$ cat src/logic/rtc_pkg.sv
`default_nettype none
package rtc_pkg;
  // ----------------------------------------------------------------
  // widths
  // ----------------------------------------------------------------
  localparam int GPIO_W = 8; // transceiver digital bus bits
  localparam int ADDR_W = 16; // serial register address
  localparam int DATA_W = 8; // serial register data
  localparam int SEL_W = 2; // target select field
  localparam int CS_N = 4; // chip selects, indexed by select code; code 2 drives none low
  localparam int FRAME_W = 1 + ADDR_W + DATA_W; // dir bit, addr, data
  localparam int BIT_W = 5; // bit counter width
  localparam int DIV_W = 4; // serial clock divider width

  // ----------------------------------------------------------------
  // target select codes
  // ----------------------------------------------------------------
  localparam logic [1:0] SEL_RFIC = 2'h0; // transceiver
  localparam logic [1:0] SEL_CLK = 2'h1; // clock / link chip
  localparam logic [1:0] SEL_NONE = 2'h2; // unused, no select
  localparam logic [1:0] SEL_REFDAC = 2'h3; // reference dac

  // ----------------------------------------------------------------
  // timing
  // ----------------------------------------------------------------
  localparam int CLK_NS = 100; // mclk period
  localparam int SCK_HALF_NS = 200; // least serial clock half period
  localparam int SCK_HALF_CYC_I = (SCK_HALF_NS + CLK_NS - 1) / CLK_NS;
  localparam logic [3:0] SCK_HALF_CYC =
    (SCK_HALF_CYC_I < 1) ? 4'h1 : SCK_HALF_CYC_I[3:0];

  // ----------------------------------------------------------------
  // controller register map (byte offsets)
  // ----------------------------------------------------------------
  localparam logic [7:0] OFS_OVR = 8'h00; // override mask
  localparam logic [7:0] OFS_FLT = 8'h04; // float mask
  localparam logic [7:0] OFS_DRV = 8'h08; // drive value
  localparam logic [7:0] OFS_RBK = 8'h0C; // read-back (ro)
  localparam logic [7:0] OFS_RBK_B = 8'h10; // four-channel bus (ro)
  localparam logic [7:0] OFS_CMD = 8'h14; // command, write launches
  localparam logic [7:0] OFS_WDAT = 8'h18; // serial write data
  localparam logic [7:0] OFS_STAT = 8'h1C; // status (ro)

  // command register fields
  localparam int CMD_WR_BIT = 0; // 1 write, 0 read
  localparam int CMD_SEL_LSB = 1; // select [2:1]
  localparam int CMD_ADDR_LSB = 16; // address [31:16]
  // status register fields
  localparam int ST_DONE_BIT = 0; // done level
  localparam int ST_BUSY_BIT = 1; // command outstanding
  localparam int ST_RDAT_LSB = 8; // read data [15:8]
endpackage : rtc_pkg
`default_nettype wire

$ cat src/logic/rtc_link_if.sv
`timescale 1ns/1ps
`default_nettype none
// link between the user application and the top-level logic
interface rtc_link_if;
  // ----------------------------------------------------------------
  // gpio override
  // ----------------------------------------------------------------
  logic [rtc_pkg::GPIO_W-1:0] ovr_mask; // bit taken by user
  logic [rtc_pkg::GPIO_W-1:0] flt_mask; // bit floated
  logic [rtc_pkg::GPIO_W-1:0] drv_val; // value to drive
  logic [rtc_pkg::GPIO_W-1:0] rbk_bus; // pin level read-back
  logic [rtc_pkg::GPIO_W-1:0] rbk_b_bus; // four-channel variant bus
  // ----------------------------------------------------------------
  // serial command handshake
  // ----------------------------------------------------------------
  logic spi_wr_en; // 1 write, 0 read
  logic [rtc_pkg::ADDR_W-1:0] spi_addr; // register address
  logic [rtc_pkg::DATA_W-1:0] spi_wdat; // write data
  logic [rtc_pkg::SEL_W-1:0] spi_sel; // target select
  logic spi_start; // one-cycle launch pulse
  logic spi_done; // low while busy
  logic [rtc_pkg::DATA_W-1:0] spi_rdat; // read data

  // top-level side
  modport dev (
    input ovr_mask, flt_mask, drv_val,
    output rbk_bus, rbk_b_bus,
    input spi_wr_en, spi_addr, spi_wdat, spi_sel, spi_start,
    output spi_done, spi_rdat
  );
  // user application side
  modport usr (
    output ovr_mask, flt_mask, drv_val,
    input rbk_bus, rbk_b_bus,
    output spi_wr_en, spi_addr, spi_wdat, spi_sel, spi_start,
    input spi_done, spi_rdat
  );
endinterface : rtc_link_if
`default_nettype wire

$ cat src/logic/rtc_spi_engine.sv
`timescale 1ns/1ps
`default_nettype none
// serial shift engine: one frame of dir, address and data
module rtc_spi_engine (
  // clock, reset, enable
  input wire logic mclk,
  input wire logic resetn,
  input wire logic ce,
  // command
  input wire logic start,
  input wire logic wr_en,
  input wire logic [rtc_pkg::SEL_W-1:0] sel,
  input wire logic [rtc_pkg::ADDR_W-1:0] addr,
  input wire logic [rtc_pkg::DATA_W-1:0] wdat,
  output logic done,
  output logic [rtc_pkg::DATA_W-1:0] rdat,
  // serial pins, miso already synchronised
  input wire logic miso,
  output logic sclk,
  output logic [rtc_pkg::CS_N-1:0] cs_n,
  output logic mosi
);
  // ----------------------------------------------------------------
  // state
  // ----------------------------------------------------------------
  typedef enum logic [1:0] {
    ST_IDLE = 2'h0, // waiting for start
    ST_SHIFT = 2'h1, // clocking bits
    ST_END = 2'h2 // release select, report
  } rtc_eng_st_t;

  typedef struct packed {
    rtc_eng_st_t st;
    logic [rtc_pkg::DIV_W-1:0] div; // half period counter
    logic [rtc_pkg::BIT_W-1:0] bits; // bits clocked so far
    logic [rtc_pkg::FRAME_W-1:0] shf; // shift register
    logic is_wr; // frame is a write
    logic done;
    logic [rtc_pkg::DATA_W-1:0] rdat;
    logic sclk;
    logic [rtc_pkg::CS_N-1:0] cs_n;
    logic mosi;
  } rtc_eng_t;

  rtc_eng_t s_reg;
  rtc_eng_t s_next;

  // ----------------------------------------------------------------
  // next state
  // ----------------------------------------------------------------
  always_comb begin
    s_next = s_reg;
    case (s_reg.st)
      ST_IDLE: begin
        if (start) begin
          // read flag goes first on the wire
          s_next.shf = {~wr_en, addr, wdat};
          s_next.mosi = ~wr_en;
          s_next.is_wr = wr_en;
          s_next.done = 1'b0;
          s_next.div = 4'h0;
          s_next.bits = 5'h00;
          // unused code selects nothing but still runs
          if (sel != rtc_pkg::SEL_NONE) begin
            s_next.cs_n[sel] = 1'b0;
          end
          s_next.st = ST_SHIFT;
        end
      end
      ST_SHIFT: begin
        if (s_reg.div == rtc_pkg::SCK_HALF_CYC - 4'h1) begin
          s_next.div = 4'h0;
          s_next.sclk = ~s_reg.sclk;
          if (!s_reg.sclk) begin
            // rising edge: sample miso
            s_next.shf = {s_reg.shf[rtc_pkg::FRAME_W-2:0], miso};
          end else if (s_reg.bits == 5'(rtc_pkg::FRAME_W - 1)) begin
            s_next.st = ST_END;
          end else begin
            // falling edge: present next bit
            s_next.bits = s_reg.bits + 5'h01;
            s_next.mosi = s_reg.shf[rtc_pkg::FRAME_W-1];
          end
        end else begin
          s_next.div = s_reg.div + 4'h1;
        end
      end
      ST_END: begin
        s_next.cs_n = '1;
        s_next.mosi = 1'b0;
        if (!s_reg.is_wr) begin
          s_next.rdat = s_reg.shf[rtc_pkg::DATA_W-1:0];
        end
        s_next.done = 1'b1;
        s_next.st = ST_IDLE;
      end
      default: begin
        s_next.st = ST_IDLE;
      end
    endcase
  end

  // ----------------------------------------------------------------
  // registers
  // ----------------------------------------------------------------
  always_ff @(posedge mclk or negedge resetn) begin
    if (!resetn) begin
      s_reg <= '{st: ST_IDLE, done: 1'b1, cs_n: '1, default: '0};
    end else if (ce) begin
      s_reg <= s_next;
    end
  end

  assign done = s_reg.done;
  assign rdat = s_reg.rdat;
  assign sclk = s_reg.sclk;
  assign cs_n = s_reg.cs_n;
  assign mosi = s_reg.mosi;
endmodule : rtc_spi_engine
`default_nettype wire

$ cat src/logic/rtc_top_end.sv
// Notes on behaviour
// - both ports run on the one host clock
// - override mask bit hands pin to user
// - float bit tristates pin, only when overridden
// - read-back shows true pin level when not driven
// - overridden, not floated: drive user value
// - four-channel bus mirrors pin levels, no override
// - user overrides only bits it needs
// - user sets flag 0 read, 1 write
// - user gives address and write data
// - select 0 rfic, 1 clock, 3 dac
// - start is one host-clock pulse
// - done drops after start, rises when finished
// - read data shown after read completes
`timescale 1ns/1ps
`default_nettype none
// top-level end: owns the gpio pins and the serial master
module rtc_top_end (
  // clock, reset, enable
  input wire logic mclk,
  input wire logic resetn,
  input wire logic ce,
  // link to the user application
  rtc_link_if.dev lk,
  // default top-level control of the gpio bus
  input wire logic [rtc_pkg::GPIO_W-1:0] top_gpio_out,
  input wire logic [rtc_pkg::GPIO_W-1:0] top_gpio_oe,
  // transceiver gpio pins
  input wire logic [rtc_pkg::GPIO_W-1:0] gpio_pin_in,
  output logic [rtc_pkg::GPIO_W-1:0] gpio_pin_out,
  output logic [rtc_pkg::GPIO_W-1:0] gpio_pin_oe,
  // serial bus pins
  input wire logic spi_miso,
  output logic spi_sclk,
  output logic [rtc_pkg::CS_N-1:0] spi_cs_n,
  output logic spi_mosi
);
  // ----------------------------------------------------------------
  // state
  // ----------------------------------------------------------------
  typedef struct packed {
    logic [rtc_pkg::GPIO_W-1:0] pin_s1; // first sync stage
    logic [rtc_pkg::GPIO_W-1:0] pin_s2; // second sync stage
    logic miso_s1; // first sync stage
    logic miso_s2; // second sync stage
    logic [rtc_pkg::GPIO_W-1:0] pad_out; // pin drive value
    logic [rtc_pkg::GPIO_W-1:0] pad_oe; // pin enable
    logic [rtc_pkg::GPIO_W-1:0] rbk; // read-back bus
    logic [rtc_pkg::GPIO_W-1:0] rbk_b; // four-channel bus
  } rtc_top_t;

  rtc_top_t s_reg;
  rtc_top_t s_next;

  // per-bit pin drive choice
  logic [rtc_pkg::GPIO_W-1:0] mux_out;
  logic [rtc_pkg::GPIO_W-1:0] mux_oe;

  // ----------------------------------------------------------------
  // per-bit override mux
  // ----------------------------------------------------------------
  genvar gi;
  generate
    for (gi = 0; gi < rtc_pkg::GPIO_W; gi = gi + 1) begin : g_bit
      always_comb begin
        if (lk.ovr_mask[gi]) begin
          // user owns the bit
          mux_out[gi] = lk.drv_val[gi];
          mux_oe[gi] = ~lk.flt_mask[gi];
        end else begin
          // float mask is ignored here
          mux_out[gi] = top_gpio_out[gi];
          mux_oe[gi] = top_gpio_oe[gi];
        end
      end
    end
  endgenerate

  // ----------------------------------------------------------------
  // next state
  // ----------------------------------------------------------------
  always_comb begin
    s_next = s_reg;
    // pins come from outside the clock domain
    s_next.pin_s1 = gpio_pin_in;
    s_next.pin_s2 = s_reg.pin_s1;
    s_next.miso_s1 = spi_miso;
    s_next.miso_s2 = s_reg.miso_s1;
    // registered drive, one cycle behind the masks
    s_next.pad_out = mux_out;
    s_next.pad_oe = mux_oe;
    // true level of each pin, whoever drives it
    s_next.rbk = s_reg.pin_s2;
    // same levels on the four-channel bus
    s_next.rbk_b = s_reg.pin_s2;
  end

  // ----------------------------------------------------------------
  // registers
  // ----------------------------------------------------------------
  always_ff @(posedge mclk or negedge resetn) begin
    if (!resetn) begin
      s_reg <= '0;
    end else if (ce) begin
      s_reg <= s_next;
    end
  end

  // ----------------------------------------------------------------
  // serial master
  // ----------------------------------------------------------------
  // start is taken as a single-cycle pulse
  rtc_spi_engine u_eng (
    .mclk(mclk),
    .resetn(resetn),
    .ce(ce),
    .start(lk.spi_start),
    .wr_en(lk.spi_wr_en),
    .sel(lk.spi_sel),
    .addr(lk.spi_addr),
    .wdat(lk.spi_wdat),
    .done(lk.spi_done),
    .rdat(lk.spi_rdat),
    .miso(s_reg.miso_s2),
    .sclk(spi_sclk),
    .cs_n(spi_cs_n),
    .mosi(spi_mosi)
  );

  // ----------------------------------------------------------------
  // outputs
  // ----------------------------------------------------------------
  assign gpio_pin_out = s_reg.pad_out;
  assign gpio_pin_oe = s_reg.pad_oe;
  assign lk.rbk_bus = s_reg.rbk;
  assign lk.rbk_b_bus = s_reg.rbk_b;
endmodule : rtc_top_end
`default_nettype wire

$ cat src/flat_wrapper.sv
// flat-port wrapper written by rule: the top's interface ports become plain ports
module rtc_top_end_flat 
  (mclk, resetn, ce, top_gpio_out, top_gpio_oe, gpio_pin_in, gpio_pin_out, gpio_pin_oe, spi_miso, spi_sclk, spi_cs_n, spi_mosi, lk_ovr_mask, lk_flt_mask, lk_drv_val, lk_rbk_bus, lk_rbk_b_bus, lk_spi_wr_en, lk_spi_addr, lk_spi_wdat, lk_spi_sel, lk_spi_start, lk_spi_done, lk_spi_rdat);
  rtc_link_if lk_i ();
  input wire logic mclk;
  input wire logic resetn;
  input wire logic ce;
  input wire logic [rtc_pkg::GPIO_W-1:0] top_gpio_out;
  input wire logic [rtc_pkg::GPIO_W-1:0] top_gpio_oe;
  input wire logic [rtc_pkg::GPIO_W-1:0] gpio_pin_in;
  output logic [rtc_pkg::GPIO_W-1:0] gpio_pin_out;
  output logic [rtc_pkg::GPIO_W-1:0] gpio_pin_oe;
  input wire logic spi_miso;
  output logic spi_sclk;
  output logic [rtc_pkg::CS_N-1:0] spi_cs_n;
  output logic spi_mosi;
  input wire logic [$bits(lk_i.ovr_mask)-1:0] lk_ovr_mask;
  input wire logic [$bits(lk_i.flt_mask)-1:0] lk_flt_mask;
  input wire logic [$bits(lk_i.drv_val)-1:0] lk_drv_val;
  output wire logic [$bits(lk_i.rbk_bus)-1:0] lk_rbk_bus;
  output wire logic [$bits(lk_i.rbk_b_bus)-1:0] lk_rbk_b_bus;
  input wire logic [$bits(lk_i.spi_wr_en)-1:0] lk_spi_wr_en;
  input wire logic [$bits(lk_i.spi_addr)-1:0] lk_spi_addr;
  input wire logic [$bits(lk_i.spi_wdat)-1:0] lk_spi_wdat;
  input wire logic [$bits(lk_i.spi_sel)-1:0] lk_spi_sel;
  input wire logic [$bits(lk_i.spi_start)-1:0] lk_spi_start;
  output wire logic [$bits(lk_i.spi_done)-1:0] lk_spi_done;
  output wire logic [$bits(lk_i.spi_rdat)-1:0] lk_spi_rdat;
  assign lk_i.ovr_mask = lk_ovr_mask;
  assign lk_i.flt_mask = lk_flt_mask;
  assign lk_i.drv_val = lk_drv_val;
  assign lk_rbk_bus = lk_i.rbk_bus;
  assign lk_rbk_b_bus = lk_i.rbk_b_bus;
  assign lk_i.spi_wr_en = lk_spi_wr_en;
  assign lk_i.spi_addr = lk_spi_addr;
  assign lk_i.spi_wdat = lk_spi_wdat;
  assign lk_i.spi_sel = lk_spi_sel;
  assign lk_i.spi_start = lk_spi_start;
  assign lk_spi_done = lk_i.spi_done;
  assign lk_spi_rdat = lk_i.spi_rdat;
  rtc_top_end u_core (.mclk(mclk), .resetn(resetn), .ce(ce), .lk(lk_i), .top_gpio_out(top_gpio_out), .top_gpio_oe(top_gpio_oe), .gpio_pin_in(gpio_pin_in), .gpio_pin_out(gpio_pin_out), .gpio_pin_oe(gpio_pin_oe), .spi_miso(spi_miso), .spi_sclk(spi_sclk), .spi_cs_n(spi_cs_n), .spi_mosi(spi_mosi));
endmodule
$ cat config.mk
export PLATFORM = sky130hd
export DESIGN_NAME = rtc_top_end_flat
export DESIGN_NICKNAME = d
export VERILOG_FILES = /design/src/logic/rtc_pkg.sv /design/src/logic/rtc_link_if.sv /design/src/logic/rtc_spi_engine.sv /design/src/logic/rtc_top_end.sv /design/src/flat_wrapper.sv
export SDC_FILE = /design/constraint.sdc
export NUM_CORES = 1
export LEC_CHECK = 0
export ABC_AREA = 1
export BUFFER_PORTS_ARGS = -buffer_cell sky130_fd_sc_hd__buf_4
export CAP_MARGIN = 5
export CORE_UTILIZATION = 53
export CTS_BUF_LIST = sky130_fd_sc_hd__clkbuf_4
export CTS_CLUSTER_DIAMETER = 100
export CTS_CLUSTER_SIZE = 28
export DETAILED_ROUTE_END_ITERATION = 10
export PLACE_DENSITY = 0.87
export SLEW_MARGIN = 40
export SYNTH_ARGS = -nofsm -noshare
export SYNTH_HDL_FRONTEND = slang
export SYNTH_SLANG_ARGS = --single-unit
$ cat constraint.sdc
create_clock -name mclk -period 4.3 [get_ports mclk]
set_input_delay 0 -clock mclk [delete_from_list [all_inputs] [get_ports mclk]]
set_output_delay 0 -clock mclk [all_outputs]
set_load 0.05 [all_outputs]
Word level (Yosys, flattened, before mapping)
Index checks and enable logic that the tools add are counted.
Storage, ports and cells
  bits in registers: 94
  input bits: 80
  output and inout bits: 47
  word-level logic and storage cells: 98
Cells by class
  add/subtract/negate cells: 2
  magnitude comparators: 2
  equality and inequality tests: 12
  muxes and demuxes: 37
  bitwise gates (word level): 13
  reductions and logical operators: 15
Operator list (number)
  one-hot mux 34 bit (2 select lines): 1
  2-to-1 mux 38 bit: 1
  2-to-1 mux 30 bit: 1
  2-to-1 mux 25 bit: 1
  2-to-1 mux 1 bit: 20
  inequality test 2 bit, second input constant: 8
  2-to-1 mux 5 bit: 3
  AND reduction 3 bit: 5
  AND reduction 6 bit: 2
  inverter 1 bit: 11
  AND reduction 5 bit: 2
  2-to-1 mux 4 bit: 2
  one-hot mux 4 bit (2 select lines): 1
  2-to-1 mux 2 bit: 3
  adder 5 x 1 -> 5 bit, second input constant: 1
  == test 5 bit, second input constant: 1
  adder 4 x 1 -> 4 bit, second input constant: 1
  AND 4 bit: 1
  == test 4 x 1 -> 1 bit, second input constant: 1
  inverter 4 bit: 1
  one-hot mux 2 bit (2 select lines): 1
  AND reduction 4 bit: 1
  nonzero test 2 bit: 2
  < comparator 2 x 3 -> 1 bit, second input constant: 1
  other kinds (9): 9

Longest topological paths before layout
  depth after elaboration: 9
  mapped depth: 11
  gate-level depth less buffers: 10

Modules after synthesis
From an unflattened synthesis, not the netlist that was laid out.
Unflattened totals
  cell total of the unflattened synthesis: 636
  area, all modules: 4958.5 um2
Modules (own cells, without submodules)
  rtc_spi_engine: instances 1, cells an instance 377, area each 2867.8 um2, sequential area each 1307.5 um2
  rtc_top_end: instances 1, cells an instance 259, area each 2090.8 um2, sequential area each 1051.0 um2

Worst setup path before layout
OpenSTA, ideal clock, no wires.
  kind: flip-flop to flip-flop
  from: register u_core.u_eng.s_reg[50] (netlist name)
  to: register u_core.u_eng.s_reg[16] (netlist name)
  setup time: 0.124 ns
  arrival: 1.449 ns
  data required time: 4.176 ns
  slack: 2.726 ns
  stages on the path, launching flop included: 11
  path buffers: 2
  clock period less this slack: 1.574 ns
  cells stage by stage: dfrtp_1 -> inv_1 -> ha_1 -> nand2_1 -> nand2_2 -> nor2_8 -> nand3_2 -> buf_6 -> buf_6 -> nand2_1 -> o21ai_1
On the way
  longest elaborated chain between the ends: 3
  elaborated cells on any way between the ends: 8
  those cells by class: 4 x eq/ne; 1 x mux; 3 x reduce/logical
Ends and longest elaborated chain
  start, declared: RTL line rtc_spi_engine.sv:45  | rtc_eng_t s_reg;
  start signal, assigned: RTL line rtc_spi_engine.sv:110  | s_reg <= s_next;
  == test 2 x 1 -> 1 bit or logical NOT 2 bit (tied branches): RTL line rtc_spi_engine.sv:53  | case (s_reg.st)
  inequality test 2 bit (no line) or nonzero test 2 bit (tied branches)
  AND reduction 5 bit (no line)
Parallel ways exist; a longest one is shown, timed or not.
A chain may end at the register's enable or synchronous reset.

Worst setup path after layout
  from: register u_core.u_eng.s_reg[51] (netlist name)
  to: register u_core.u_eng.s_reg[36] (netlist name)
Same word-level chain as after synthesis.

==> results.sh <==
export IMPL_async_reset_ff_frac=1.00
export IMPL_synthMuxAreaShare=0.0434
export IMPL_cts_max_level=3
export IMPL_fin_crit_ns=2.34
export IMPL_grt_pass1_vias=4176
export IMPL_path_max_fanout=49
export IMPL_nets=747
export IMPL_start_util=0.559
export IMPL_cpMostUsedCell="inv_2"
export IMPL_gr_total_overflow=0
export IMPL_synth_top_area_cell="dfrtp_1"
export IMPL_synth_flop_cell="dfrtp_1"
export IMPL_cts_tree="yes"
export IMPL_hp_class="in -> async"
export IMPL_holdWs_ns=0.0618
export IMPL_clkLatencyLatePin_ns=0.46
export IMPL_ys_ff_latch=94
export IMPL_path_class="reg -> reg"
export IMPL_synth_compound_area_frac=0.140
export IMPL_syn_to_final_growth_pct=41.1
export IMPL_syn_inst=479
export IMPL_path_buf_inv=4
export IMPL_dp_final_hpwl_um=6580
export IMPL_dr_total_vias=4081
export IMPL_syn_area_mm2=0.00439
export IMPL_routed_via_density=5.32
export IMPL_detailedRoute_firstIterationViolations=346
export IMPL_antenna_found_initial=0
export IMPL_status="finished clean"
export IMPL_routed_wl_um=11600
export IMPL_grt_max_degree=83
export IMPL_drt_wirelength_per_cell_um=15.2
export IMPL_final_layout_size_suffix_gt1_frac=0.266
export IMPL_max_stage_delay_ns=0.43
export IMPL_leakage_uw=0.00306
export IMPL_setup_viol=0
export IMPL_power_density_mw_per_mm2=488
export IMPL_synth_top_family_by_area="simple AND/OR/NAND/NOR gates"
export IMPL_relSlewSlack=0.501
export IMPL_die_h_um=93.0
export IMPL_synth_edf_count=0
export IMPL_maxSlewViolCount=0
export IMPL_synthTopCellsByArea="dfrtp_1 51%, nand2_1 9.0%, o21ai_0 4.9%, a22oi_1 4.1%, mux2_2 4.1%"
export IMPL_timing_max_cap_violations=0
export IMPL_end_kind="register"
export IMPL_grt_pass1_wl_um=19100
export IMPL_yosysWarnings=0
export IMPL_critPathSlowestCell="dfrtp_1"
export IMPL_tightest_slew_ns=0.749
export IMPL_setup_tns_ns=0
export IMPL_yosysUniqueCellTypes=29
export IMPL_synth_simple_area_share=0.160
export IMPL_drt_pass1_iterations=5
export IMPL_synth_fa_ha_area_frac=0.0200
export IMPL_cts_sinks=94
export IMPL_crit_path_cell_trace="inv_1, ha_1, buf_4, inv_2, nand2_2, inv_2, nor2_8, nand3_4, o21ai_0"
export IMPL_path_delay_family="simple AND/OR/NAND/NOR gates"
export IMPL_clock_path_buffers=2
export IMPL_antenna_cells=0
export IMPL_num_rows=32
export IMPL_fmax_ghz=0.428
export IMPL_coreArea_mm2=0.00785
export IMPL_portBuffers=126
export IMPL_grt_total_usage=0.287
export IMPL_io_pins=127
export IMPL_fillers=465
export IMPL_drtAntennaViolNets=0
export IMPL_clk_pin_slew_worst_paths_ns=0.17
export IMPL_synth_seq_area_share=0.538
export IMPL_avgSynthCellArea_um2=9.16
export IMPL_finalWeightedCongestion=0.781
export IMPL_fp_dieArea_mm2=0.00864
export IMPL_worstPathArrival_ns=2.70
export IMPL_fin_skew_ns=0.0203
export IMPL_required_ns=4.66
export IMPL_syn_num_nets=566
export IMPL_critPathLaunchType="register"
export IMPL_yosys_area_top_type_share=0.508
export IMPL_die_w_um=93.0
export IMPL_cts_buffers=9
export IMPL_post_cts_buffers=0
export IMPL_rsz0062_at_grt="no"
export IMPL_synth_xor_area_frac=0.00399
export IMPL_cts_root_buf="clkbuf_4"
export IMPL_finalCritPeriodShare=0.543
export IMPL_largest_reg_flops=37
export IMPL_peakVddDrop_v=0.000281
export IMPL_finalHoldViolCount=0
export IMPL_drc_errors=0
export IMPL_utilization=0.789
worst register-to-register path: stages (launching register included):
cell and delay, ns:
dfrtp_1 0.43, inv_1 0.09, ha_1 0.15, buf_4 0.36, inv_2 0.11, nand2_2 0.09, inv_2 0.06, nor2_8 0.14
nand3_4 0.39, o21ai_0 0.44
cell families (layout without fill, tap and decap cells):
group	after synthesis	count (layout)
AOI/OAI and AO/OA	105	105
xor gates and xnor gates	2	2
adders and majority gates	7	7
buffers and inverters	82	268
DFF	94	94
muxes	17	17
and+or+nand+nor	172	172
area by class of cell:
cell class	instances	area, µm²	share of cell area
well taps	102	128	0.0206
repair buffers	210	1780	0.288
multi-input cells	303	1620	0.262
clock inverters	7	72.6	0.0117
clock buffers	9	67.6	0.0109
flip-flops and latches	94	2360	0.381
inverters	42	158	0.0255
what timing repair did:
action | 4_1_cts | 5_1_grt
hold buffers | 81 | 0
gates resized for setup | 0 | 0
endpoints found under the hold margin | 151 | 0
routing by layer:
layer / part of all wire / vias to the layer above / track usage / wire [µm]
met5: 0 / - / 0 / 0
met4: 0.028 / 0 / 0.103 / 328
met3: 0.080 / 34 / 0.0813 / 930
met2: 0.51 / 187 / 0.504 / 5930
met1: 0.38 / 1937 / 0.332 / 4460
li1: - / 1923 / - / -
cells in the mapped netlist, types with 3 or more instances:
| cell type | n |
|---|---|
| nor2_1 | 44 |
| o21ai_2 | 5 |
| nand4_1 | 3 |
| a21oi_1 | 19 |
| buf_4 | 21 |
| ha_1 | 7 |
| buf_2 | 8 |
| inv_1 | 40 |
| nand2_1 | 105 |
| mux2_2 | 16 |
| a31oi_1 | 8 |
| nand3_1 | 15 |
| clkbuf_1 | 6 |
| o21ai_0 | 43 |
| a22oi_1 | 24 |
| o21ai_1 | 5 |
| dfstp_2 | 5 |
| dfrtp_1 | 89 |
cells in the final DEF, fill, tap and decap left out, types with 3 or more instances in the layout:
cell type,synthesis,layout
buf_4,21,128
dfstp_2,5,5
ha_1,7,7
a22oi_1,24,24
nand4_1,3,3
o21ai_0,43,43
a31oi_1,8,8
dfrtp_1,89,89
a21oi_1,19,19
o21ai_1,5,5
o21ai_2,5,5
mux2_2,16,16
clkbuf_4,0,9
inv_1,40,40
nand3_1,15,15
dlygate4sd3_1,0,81
nand2_1,105,105
nor2_1,44,44
path summary, 6_finish.rpt:
path	from	to	slack, ns	cells past startpoint
max reg2reg	u_core.u_eng.s_reg[51]	u_core.u_eng.s_reg[36]	1.96	9
max	u_core.u_eng.s_reg[51]	u_core.u_eng.s_reg[36]	1.96	9
min in group mclk	ce	u_core.s_next[4]	0.10	3
min reg2reg	u_core.u_eng.cs_n[2]	u_core.u_eng.cs_n[2]	0.47	2
min	resetn	u_core.u_eng.done	0.06	2
max in group asynchronous	resetn	u_core.gpio_pin_out[3]	3.19	3
report_power, final:
| part | leakage (µW) | internal [µW] | switching [µW] |
|---|---|---|---|
| Sequential | 0.00116 | 1110 | 148 |
| Combinational | 0.00182 | 458 | 832 |
| Clock | 0.0000737 | 137 | 341 |
| Total | 0.00306 | 1700 | 1320 |
per-stage QoR:
step,cells,worst slack [ns],total power [µW],instance area (µm²)
final,767,1.96,3020,6190
after global routing,767,1.71,3200,6190
after CTS,767,1.70,3000,6180
after detailed placement,670,1.68,2450,5230
after global placement,670,1.90,2390,5230
after floorplan,479,2.73,2180,4390
No activity file was read; power rests on OpenSTA's default activity.
